===== src/shared/cpg_defs.vh =====
`ifndef CPG_DEFS_VH
`define CPG_DEFS_VH

// ****************************************
// register map
// ****************************************
`define CPG_ADDR_RATIO 8'h00
`define CPG_ADDR_STATUS 8'h04
`define CPG_RATIO_RESET 16'h0222

// ****************************************
// field positions in clock_ratio_control
// ****************************************
`define CPG_CORE_MSB 10
`define CPG_CORE_LSB 8
`define CPG_PERIPH_MSB 6
`define CPG_PERIPH_LSB 4
`define CPG_BUS_MSB 2
`define CPG_BUS_LSB 0

// ****************************************
// ratio codes and timing
// ****************************************
`define CPG_CODE_X4 3'h0
`define CPG_CODE_X2 3'h1
`define CPG_CODE_X1 3'h2
`define CPG_CODE_XHALF 3'h3
`define CPG_PLL_MULT 4
`define CPG_ALIGN_PHASE 2'h2

`endif


===== src/hdl/cpg_clock_pulse_gen.v =====
// What this block does
// - bus clock ratio from three-bit field
// - faster bus setting runs at system rate
// - fixed times-four multiplication, not programmable
// - divider phase locked to crystal input edges
// - divide pll clock by one, two, four, eight
// - apply after bus cycle, within input cycle
// - system clock never slower than others
// - peripherals on peripheral clock, dma on system
// - separate system and peripheral ratio fields
//
// Implementation choices: the register offsets and the AHB-Lite register port.
`timescale 1ns/10ps
`include "cpg_defs.vh"

module cpg_clock_pulse_gen (
    // clock and reset (mclk_i is the pll output)
    input wire mclk_i,
    input wire rst_i,
    // pins and system status
    input wire crystal_input_pin_i,
    input wire bus_cycle_busy_i,
    // ahb-lite slave
    input wire hsel_i,
    input wire [7:0] haddr_i,
    input wire [1:0] htrans_i,
    input wire hwrite_i,
    input wire [2:0] hsize_i,
    input wire [31:0] hwdata_i,
    input wire hready_i,
    output wire [31:0] hrdata_o,
    output wire hreadyout_o,
    output wire hresp_o,
    // derived clock enables
    output reg core_clk_en_o,
    output reg periph_clk_en_o,
    output reg bus_clk_en_o
);

    // ****************************************
    // constants
    // ****************************************
    // whole reset word; each field is sliced from it on purpose
    localparam [15:0] RATIO_RST = `CPG_RATIO_RESET;
    // last divider phase of one input period
    localparam integer LAST_PH_INT = `CPG_PLL_MULT - 1;
    localparam [1:0] LAST_PH = LAST_PH_INT[1:0];

    // ****************************************
    // ratio helpers
    // ****************************************
    // larger code is slower; the system code caps the others
    function [2:0] cap_ratio;
        input [2:0] code;
        input [2:0] core;
        begin
            cap_ratio = (code < core) ? core : code;
        end
    endfunction

    // one-cycle enable for a code at divider phase cnt
    function ratio_pulse;
        input [2:0] code;
        input [2:0] cnt;
        begin
            case (code)
                `CPG_CODE_X4: ratio_pulse = 1'b1;
                `CPG_CODE_X2: ratio_pulse = cnt[0];
                `CPG_CODE_X1: ratio_pulse = &cnt[1:0];
                `CPG_CODE_XHALF: ratio_pulse = &cnt;
                default: ratio_pulse = 1'b0;
            endcase
        end
    endfunction

    // prohibited codes leave the field unchanged
    function [2:0] legal_field;
        input [2:0] new_code;
        input [2:0] old_code;
        begin
            legal_field = new_code[2] ? old_code : new_code;
        end
    endfunction

    // status word: pending flag and the capped ratios in force
    function [31:0] status_word;
        input busy_flag;
        input [2:0] core;
        input [2:0] periph;
        input [2:0] bus;
        begin
            status_word = {16'h0000, 3'h0, busy_flag, 1'b0, core,
                1'b0, periph, 1'b0, bus};
        end
    endfunction

    // word decode shared by the write and read paths
    function reg_hit;
        input [7:0] addr;
        input [7:0] offset;
        begin
            reg_hit = (addr == offset);
        end
    endfunction

    // ****************************************
    // registers and state
    // ****************************************
    reg [15:0] ratio_ctrl;
    reg [2:0] core_act;
    reg [2:0] periph_act;
    reg [2:0] bus_act;
    reg pending;
    reg [2:0] div_cnt;
    reg xin_s1;
    reg xin_s2;
    reg xin_s3;
    reg wr_phase;
    reg [31:0] rdata;
    reg [15:0] next_ratio;
    reg [2:0] next_cnt;
    reg [2:0] per_cap;
    reg [2:0] bus_cap;
    wire addr_take;
    wire wr_now;
    wire xin_rise;
    wire input_edge;
    wire apply_now;
    wire [31:0] status_now;
    wire [2:0] pulse_next;
    wire [8:0] eff_codes;
    reg [31:0] next_rdata;

    // ****************************************
    // ahb-lite slave
    // ****************************************
    // zero wait states: every transfer completes in one data phase
    assign hreadyout_o = 1'b1;
    assign hresp_o = 1'b0;
    assign hrdata_o = rdata;
    assign addr_take = hsel_i & htrans_i[1] & hready_i;

    always @* begin
        next_rdata = 32'h00000000;
        if (addr_take & ~hwrite_i) begin
            if (reg_hit(haddr_i, `CPG_ADDR_RATIO)) begin
                next_rdata = {16'h0000, ratio_ctrl};
            end else if (reg_hit(haddr_i, `CPG_ADDR_STATUS)) begin
                next_rdata = status_now;
            end
        end
    end

    // read data stands for the data phase only, then returns to zero
    always @(posedge mclk_i) begin
        if (rst_i) begin
            wr_phase <= 1'b0;
            rdata <= 32'h00000000;
        end else begin
            wr_phase <= addr_take & hwrite_i
                & reg_hit(haddr_i, `CPG_ADDR_RATIO);
            rdata <= next_rdata;
        end
    end

    assign wr_now = wr_phase;

    always @* begin
        next_ratio = 16'h0000;
        next_ratio[`CPG_CORE_MSB:`CPG_CORE_LSB] = legal_field(
            hwdata_i[`CPG_CORE_MSB:`CPG_CORE_LSB],
            ratio_ctrl[`CPG_CORE_MSB:`CPG_CORE_LSB]);
        next_ratio[`CPG_PERIPH_MSB:`CPG_PERIPH_LSB] = legal_field(
            hwdata_i[`CPG_PERIPH_MSB:`CPG_PERIPH_LSB],
            ratio_ctrl[`CPG_PERIPH_MSB:`CPG_PERIPH_LSB]);
        next_ratio[`CPG_BUS_MSB:`CPG_BUS_LSB] = legal_field(
            hwdata_i[`CPG_BUS_MSB:`CPG_BUS_LSB],
            ratio_ctrl[`CPG_BUS_MSB:`CPG_BUS_LSB]);
    end

    // ****************************************
    // divider and phase alignment
    // ****************************************
    // crystal input comes from off-chip: two flops before use
    always @(posedge mclk_i) begin
        if (rst_i) begin
            xin_s1 <= 1'b0;
            xin_s2 <= 1'b0;
            xin_s3 <= 1'b0;
        end else begin
            xin_s1 <= crystal_input_pin_i;
            xin_s2 <= xin_s1;
            xin_s3 <= xin_s2;
        end
    end

    assign xin_rise = xin_s2 & ~xin_s3;
    // limitation: the pin must run at a quarter of mclk_i, otherwise
    // every input edge drags the divider phase around

    always @* begin
        next_cnt = div_cnt + 3'h1;
        if (xin_rise) begin
            next_cnt[1:0] = `CPG_ALIGN_PHASE;
        end
    end

    always @(posedge mclk_i) begin
        if (rst_i) begin
            div_cnt <= 3'h0;
        end else begin
            div_cnt <= next_cnt;
        end
    end

    // input period is a fixed four pll cycles
    assign input_edge = (div_cnt[1:0] == LAST_PH);

    // ****************************************
    // ratio change sequencing
    // ****************************************
    // wait for bus idle and input edge
    assign apply_now = pending & ~bus_cycle_busy_i & input_edge;

    always @(posedge mclk_i) begin
        if (rst_i) begin
            ratio_ctrl <= `CPG_RATIO_RESET;
            pending <= 1'b0;
            core_act <= RATIO_RST[`CPG_CORE_MSB:`CPG_CORE_LSB];
            periph_act <= RATIO_RST[`CPG_PERIPH_MSB:`CPG_PERIPH_LSB];
            bus_act <= RATIO_RST[`CPG_BUS_MSB:`CPG_BUS_LSB];
        end else begin
            if (wr_now) begin
                ratio_ctrl <= next_ratio;
            end
            // a write in the apply cycle keeps the change pending;
            // the set wins so that no written value is ever lost
            pending <= wr_now | (pending & ~apply_now);
            if (apply_now) begin
                core_act <= ratio_ctrl[`CPG_CORE_MSB:`CPG_CORE_LSB];
                periph_act <=
                    ratio_ctrl[`CPG_PERIPH_MSB:`CPG_PERIPH_LSB];
                bus_act <= ratio_ctrl[`CPG_BUS_MSB:`CPG_BUS_LSB];
            end
        end
    end

    // ****************************************
    // clock enable outputs
    // ****************************************
    // system setting has priority
    always @* begin
        per_cap = cap_ratio(periph_act, core_act);
        bus_cap = cap_ratio(bus_act, core_act);
    end

    // ****************************************
    // status word
    // ****************************************
    // software sees the rates really in force, after capping
    assign status_now = status_word(pending, core_act, per_cap, bus_cap);

    // ****************************************
    // per-clock pulse selection
    // ****************************************
    // one decoder per derived clock, all on the same divider phase
    assign eff_codes = {core_act, per_cap, bus_cap};
    genvar gi;
    generate
        for (gi = 0; gi < 3; gi = gi + 1) begin : g_pulse
            assign pulse_next[gi] = ratio_pulse(
                eff_codes[gi*3+2:gi*3], next_cnt);
        end
    endgenerate

    // registered one-cycle pulses only
    // switching at an input edge keeps periods of one, two and four cycles whole, but can cut an eight-cycle period short
    always @(posedge mclk_i) begin
        if (rst_i) begin
            core_clk_en_o <= 1'b0;
            periph_clk_en_o <= 1'b0;
            bus_clk_en_o <= 1'b0;
        end else begin
            // cpu, dma and transfer controller enable
            core_clk_en_o <= pulse_next[2];
            periph_clk_en_o <= pulse_next[1];
            bus_clk_en_o <= pulse_next[0];
        end
    end

endmodule // cpg_clock_pulse_gen


===== config.mk =====
export PLATFORM = sky130hd
export DESIGN_NAME = cpg_clock_pulse_gen
export DESIGN_NICKNAME = d
export VERILOG_FILES = /design/src/hdl/cpg_clock_pulse_gen.v
export VERILOG_INCLUDE_DIRS = /design/src /design/src/shared
export SDC_FILE = /design/constraint.sdc
export NUM_CORES = 1
export LEC_CHECK = 0
export BUFFER_PORTS_ARGS = -buffer_cell sky130_fd_sc_hd__buf_2
export CORE_MARGIN = 8
export CORE_UTILIZATION = 38
export DETAILED_ROUTE_END_ITERATION = 16
export PLACE_DENSITY = 0.74
export REMOVE_ABC_BUFFERS = 1
export SKIP_LAST_GASP = 1
export SLEW_MARGIN = 0
export SYNTH_ARGS = -nofsm -noshare
export SYNTH_HDL_FRONTEND = slang
export SYNTH_SLANG_ARGS = --single-unit

===== constraint.sdc =====
create_clock -name mclk_i -period 1.49 [get_ports mclk_i]
set_clock_uncertainty 0.1 [all_clocks]
set_input_delay 0.298 -clock mclk_i [delete_from_list [all_inputs] [get_ports mclk_i]]
set_output_delay 0.298 -clock mclk_i [all_outputs]
set_load 0.05 [all_outputs]

Word level (Yosys, flattened, before mapping)
Cells that the tools add are included.
{"block": "word_totals", "reg_bits": 50, "elab_cells": 72, "inputBits": 52, "out_inout_bits": 37}
{"block": "classes", "reduce_logical": 12, "n_lt_le_gt_ge": 2, "eq_ne": 11, "n_addsub": 1, "mux": 8, "n_bitwise": 19}
{"operator": "10-bit 2-to-1 mux", "count": 2}
{"operator": "2-bit == test, second input constant", "count": 7}
{"operator": "1-bit one-hot mux with 4 select lines", "count": 3}
{"operator": "1-bit AND", "count": 9}
{"operator": "3-bit logical NOT", "count": 3}
{"operator": "1-bit inverter", "count": 9}
{"operator": "8-bit by 3-bit == test with 1-bit output, second input constant", "count": 1}
{"operator": "8-bit logical NOT", "count": 1}
{"operator": "2-bit AND reduction", "count": 4}
{"operator": "2-bit by 1-bit == test with 1-bit output, second input constant", "count": 3}
{"operator": "2-bit 2-to-1 mux", "count": 3}
{"operator": "2-bit < comparator", "count": 2}
{"operator": "4-bit OR reduction", "count": 1}
{"operator": "3-bit by 1-bit adder with 3-bit output, second input constant", "count": 1}
{"operator": "3-bit AND reduction", "count": 1}
{"operator": "3-bit OR reduction", "count": 1}
{"operator": "2-bit OR reduction", "count": 1}
{"operator": "1-bit OR", "count": 1}

Depth between registers and ports, before layout
{"block": "logic_depth", "word_depth": 6, "mapped_depth": 6, "mapped_depth_nobuf": 6}

Least setup slack after synthesis
Ideal clock, no wire load.
{"block": "synth_path", "kind": "in2reg", "start": "input port haddr_i[6]", "end": "register rdata[1], in the netlist hrdata_o[1]", "slack_ps": -87, "setup_time_ps": 80, "required_time_ps": 1310, "n_path_buf": 0, "arrival_time_ps": 1398, "stages": 4, "path_cell_list": "or4_4 nor4_4 nand4bb_4 a211oi_2"}
{"block": "synth_between", "elab_chain_len": 3, "word_cells_on_any_way": 4, "classes_between": "eq/ne (1); mux (2); reduce/logical (1)"}
{"element": "start: declaration", "line": "cpg_clock_pulse_gen.v:25", "source": "input wire [7:0] haddr_i,"}
{"element": "8-bit by 3-bit == test with 1-bit output", "line": "cpg_clock_pulse_gen.v:102", "source": "reg_hit = (addr == offset);"}
{"element": "10-bit 2-to-1 mux", "line": "cpg_clock_pulse_gen.v:148", "source": "end else if (reg_hit(haddr_i, `CPG_ADDR_STATUS)) begin"}
{"element": "10-bit 2-to-1 mux *", "line": "cpg_clock_pulse_gen.v:146", "source": "if (reg_hit(haddr_i, `CPG_ADDR_RATIO)) begin"}
{"element": "end signal: assignment", "line": "cpg_clock_pulse_gen.v:162", "source": "rdata <= next_rdata;"}
{"element": "end: declaration", "line": "cpg_clock_pulse_gen.v:119", "source": "reg [31:0] rdata;"}
Mark *: on every way between the ends. The rest lies on a longest branch, timed or not.
A chain may end at the register's enable or synchronous reset.

Worst setup path in the final report
{"block": "layout_path", "start": "input port haddr_i[6]", "end": "register rdata[12], in the netlist hrdata_o[12]"}
{"block": "layout_between", "elab_chain_len": 3, "word_cells_on_any_way": 4, "classes_between": "eq/ne (1); bitwise (1); reduce/logical (2)"}
{"element": "8-bit by 3-bit == test with 1-bit output", "line": "cpg_clock_pulse_gen.v:102"}
{"element": "1-bit inverter (no source line)"}
{"element": "4-bit OR reduction (no source line) *"}
Marks and branches as above.

==> flow_metrics.py <==
metrics = {
    "global_routing": {
        "overflow": 0,
        "grt_max_degree": 15,
        "track_usage": 0.1008,
        "antenna_found_initial": 0,
        "grt_pass1_vias": 1151,
        "grt_pass1_wl_um": 4878,
    },
    "layout": {
        "multi_input_area_um2": 734.5,
        "seq_area_um2": 601.8,
        "drive_above_1_share": 0.2953,
        "nets": 250,
        "fin_area_um2": 1709,
        "fillCellCount": 393,
        "area_growth_pct": 20.25,
        "n_antenna_cell": 0,
    },
    "detailed_routing": {
        "wl_per_cell_um": 11.96,
        "antenna_left": 0,
        "drt_iter0_markers": 36,
        "routed_wl_um": 2882,
        "drt_pass1_iterations": 4,
        "viasPerCell": 4.365,
        "num_vias": 1052,
        "drc": 0,
    },
    "synthesis": {
        "synth_edf_count": 0,
        "syn_area_um2": 1421,
        "async_reset_ff_frac": 0,
        "yosys.area.top_type": "dfxtp_1",
        "yosysTopAreaCellShare": 0.4225,
        "yosysSeqAreaShare": 0.4225,
        "postSynthCellCount": 150,
        "ys_ff_latch": 30,
        "yosysWarnings": 0,
        "synth.avg_cell_area_um2": 9.476,
        "synth.distinct_cells": 29,
        "synthTopCellsByArea": "dfxtp_1 (42%), buf_4 (14%), mux2i_1 (7.7%), ha_1 (4.4%), nor2_1 (4.2%)",
        "synth_ff_type": "dfxtp_1",
    },
    "power_and_ir_drop": {
        "power_frac_clock": 0.338,
        "ir_drop_mv": 0.3932,
        "p_leak_nw": 0.8073,
        "combPwrFrac": 0.179,
        "p_per_area_nw_per_um2": 1008,
        "netSwitchingPower_w": 0.0005114,
        "p_int_w": 0.001211,
        "power_frac_seq": 0.483,
        "fin_total_pwr_w": 0.001723,
        "p_sw_frac": 0.2969,
    },
    "clock_tree": {
        "clock_sinks": 30,
        "cts_tree": "yes",
        "cts_htree_levels": 2,
        "cts_buffers": 5,
        "worstSkewPairLatency_ns": 0.28,
        "cts.clk_slew.worst_paths_ns": 0.05,
        "clock_path_buffers": 2,
        "cts_root_buf": "clkbuf_8",
    },
    "placement": {
        "dpl.hpwl_um": 2237,
        "placed_cell_area_um2": 1573,
        "pre_cts_ws_ns": -0.3416,
        "io_buffers": 34,
        "gp_congestion": 0.8168,
    },
    "floorplan": {
        "fp.dieW_um": 77.16,
        "ios": 89,
        "initial_core_util": 0.3912,
        "die_h_um": 77.16,
        "core_area_um2": 3633,
        "num_rows": 22,
        "die_area_um2": 5954,
    },
    "critical_path": {
        "critPathLaunchType": "input port",
        "path_cells": "buf_6 -> or4_4 -> nor4_4 -> buf_4 -> nand4_1 -> nor3_1",
        "cp_num_buf_inv": 2,
        "crit_family": "simple AND/OR/NAND/NOR gates",
        "path_max_fanout": 2,
        "worst_setup_path_end_kind": "register",
        "crit_required_ns": 1.59,
        "slowest_stage": "or4_4",
        "cp_data_arrival_time_ns": 1.63,
        "path_class": "input port to register",
        "cp_slowest_stage_delay_ns": 0.53,
    },
    "timing": {
        "maxSlewViolCount": 0,
        "rsz0062_at_grt": "true",
        "period_share": 1.031,
        "timing.final.ws_setup_ns": -0.04653,
        "hold_viol": 0,
        "setup_violations": 7,
        "fin_crit_ns": 1.537,
        "max_freq_mhz": 650.8,
    },
    "flow_run": {
        "maxCapViolCount": 0,
    },
    "status": {
        "status": "finished with violations",
        "violations": "setup timing",
    },
    "min_path": {
        "hold_class": "input port to register",
    },
}
Yosys cell counts (3+ instances only):
cell type and instances:
ha_1 5, nor2b_1 9, nand2_1 14, buf_4 27, mux2i_1 11, dfxtp_1 30
o211ai_1 4, a21oi_1 3, o21ai_0 4, inv_1 3, nor2_1 16, nand2b_1 3
metrics by stage:
step / hold WS, ns / util / cells / TNS, ns
after floorplan: 0.2696 / - / 146 / -0.3708
after global placement: 0.3201 / 0.4329 / 233 / -2.262
after detailed placement: 0.3248 / 0.4329 / 233 / -2.411
after CTS: 0.09910 / 0.4576 / 241 / -0.1347
after global routing: 0.1128 / 0.4704 / 241 / -0.6679
final: 0.1117 / 0.4704 / 241 / -0.1416
flip-flops by register name (all words and copies together), names as in the netlist:
name	cells
hrdata_o	7
pending	1
bus_clk_en_o	1
periph_clk_en_o	1
cap_ratio.core	2
xin_s1	1
xin_s3	1
bus_act	2
div_cnt	3
wr_now	1
core_clk_en_o	1
xin_s2	1
ratio_ctrl	6
periph_act	2
per-layer routing:
layer | track usage | vias up | share of wire
met4 | 0.06792 | 0 | 0.025
met5 | 0 | - | 0
met3 | 0.04312 | 7 | 0.082
li1 | - | 525 | -
met2 | 0.1474 | 43 | 0.44
met1 | 0.1163 | 477 | 0.46
worst register-to-register path, stage by stage, from the launching register on:
cell and delay, ns:
dfxtp_1 0.40, ha_4 0.20, xor2_4 0.18, o21ai_0 0.10
a221oi_1 0.30
area by class of cell:
type                    instances  share of cell area
clock buffers                   7             0.04466
inverters                       4            0.008785
multi-input cells             112              0.4297
flip-flops and latches         30              0.3521
well taps                      48             0.03514
repair buffers                 40              0.1296
worst paths after layout:
path / start / to / slack [ns] / cells past startpoint
min: hwrite_i / hrdata_o[12]$_SDFF_PP0_ / 0.11 / 2
max reg2reg: div_cnt[0]$_SDFF_PP0_ / core_clk_en_o$_SDFF_PP0_ / 0.12 / 4
max: haddr_i[6] / hrdata_o[12]$_SDFF_PP0_ / -0.05 / 6
min reg2reg: xin_s1$_SDFF_PP0_ / xin_s2$_SDFF_PP0_ / 0.35 / 1
power groups by stage:
stage / registers, W / logic [W] / clock network, W
finish: 0.000832 / 0.000308 / 0.000583
global route: 0.000834 / 0.000329 / 0.000636
CTS: 0.000828 / 0.000293 / 0.000600
detailed placement: 0.000846 / 0.000290 / 0
global placement: 0.000844 / 0.000289 / 0
floorplan: 0.000872 / 0.000196 / 0
layout by cell type, fill, tap and decap left out, types with 4 or more instances in the layout:
master,synthesis,final
buf_2,0,33
buf_4,27,6
clkbuf_8,0,5
conb_1,2,27
dfxtp_1,30,29
ha_1,5,4
mux2i_1,11,11
nand2_1,14,14
nor2_1,16,16
nor2b_1,9,9
o211ai_1,4,4
o21ai_0,4,4
logic make-up after synthesis:
kind of cell / share of synthesized area
AND/OR/NAND/NOR: 0.2060
buffers and inverters: 0.1584
flip-flops: 0.4225
AO/OA/AOI/OAI: 0.08010
multiplexers: 0.07747
adder cells (fa/ha/maj): 0.04401
other: 0.005284
XOR/XNOR: 0.006163
what timing repair did:
action                                  4_1_cts  5_1_grt
gates resized for setup                       1        9
endpoints found under the setup margin        7       11
gates cloned                                  0        0
hold buffers                                  0        0
buffers inserted                              1        0
pin swaps                                     0        2
Power figures use the tool's default switching activity.
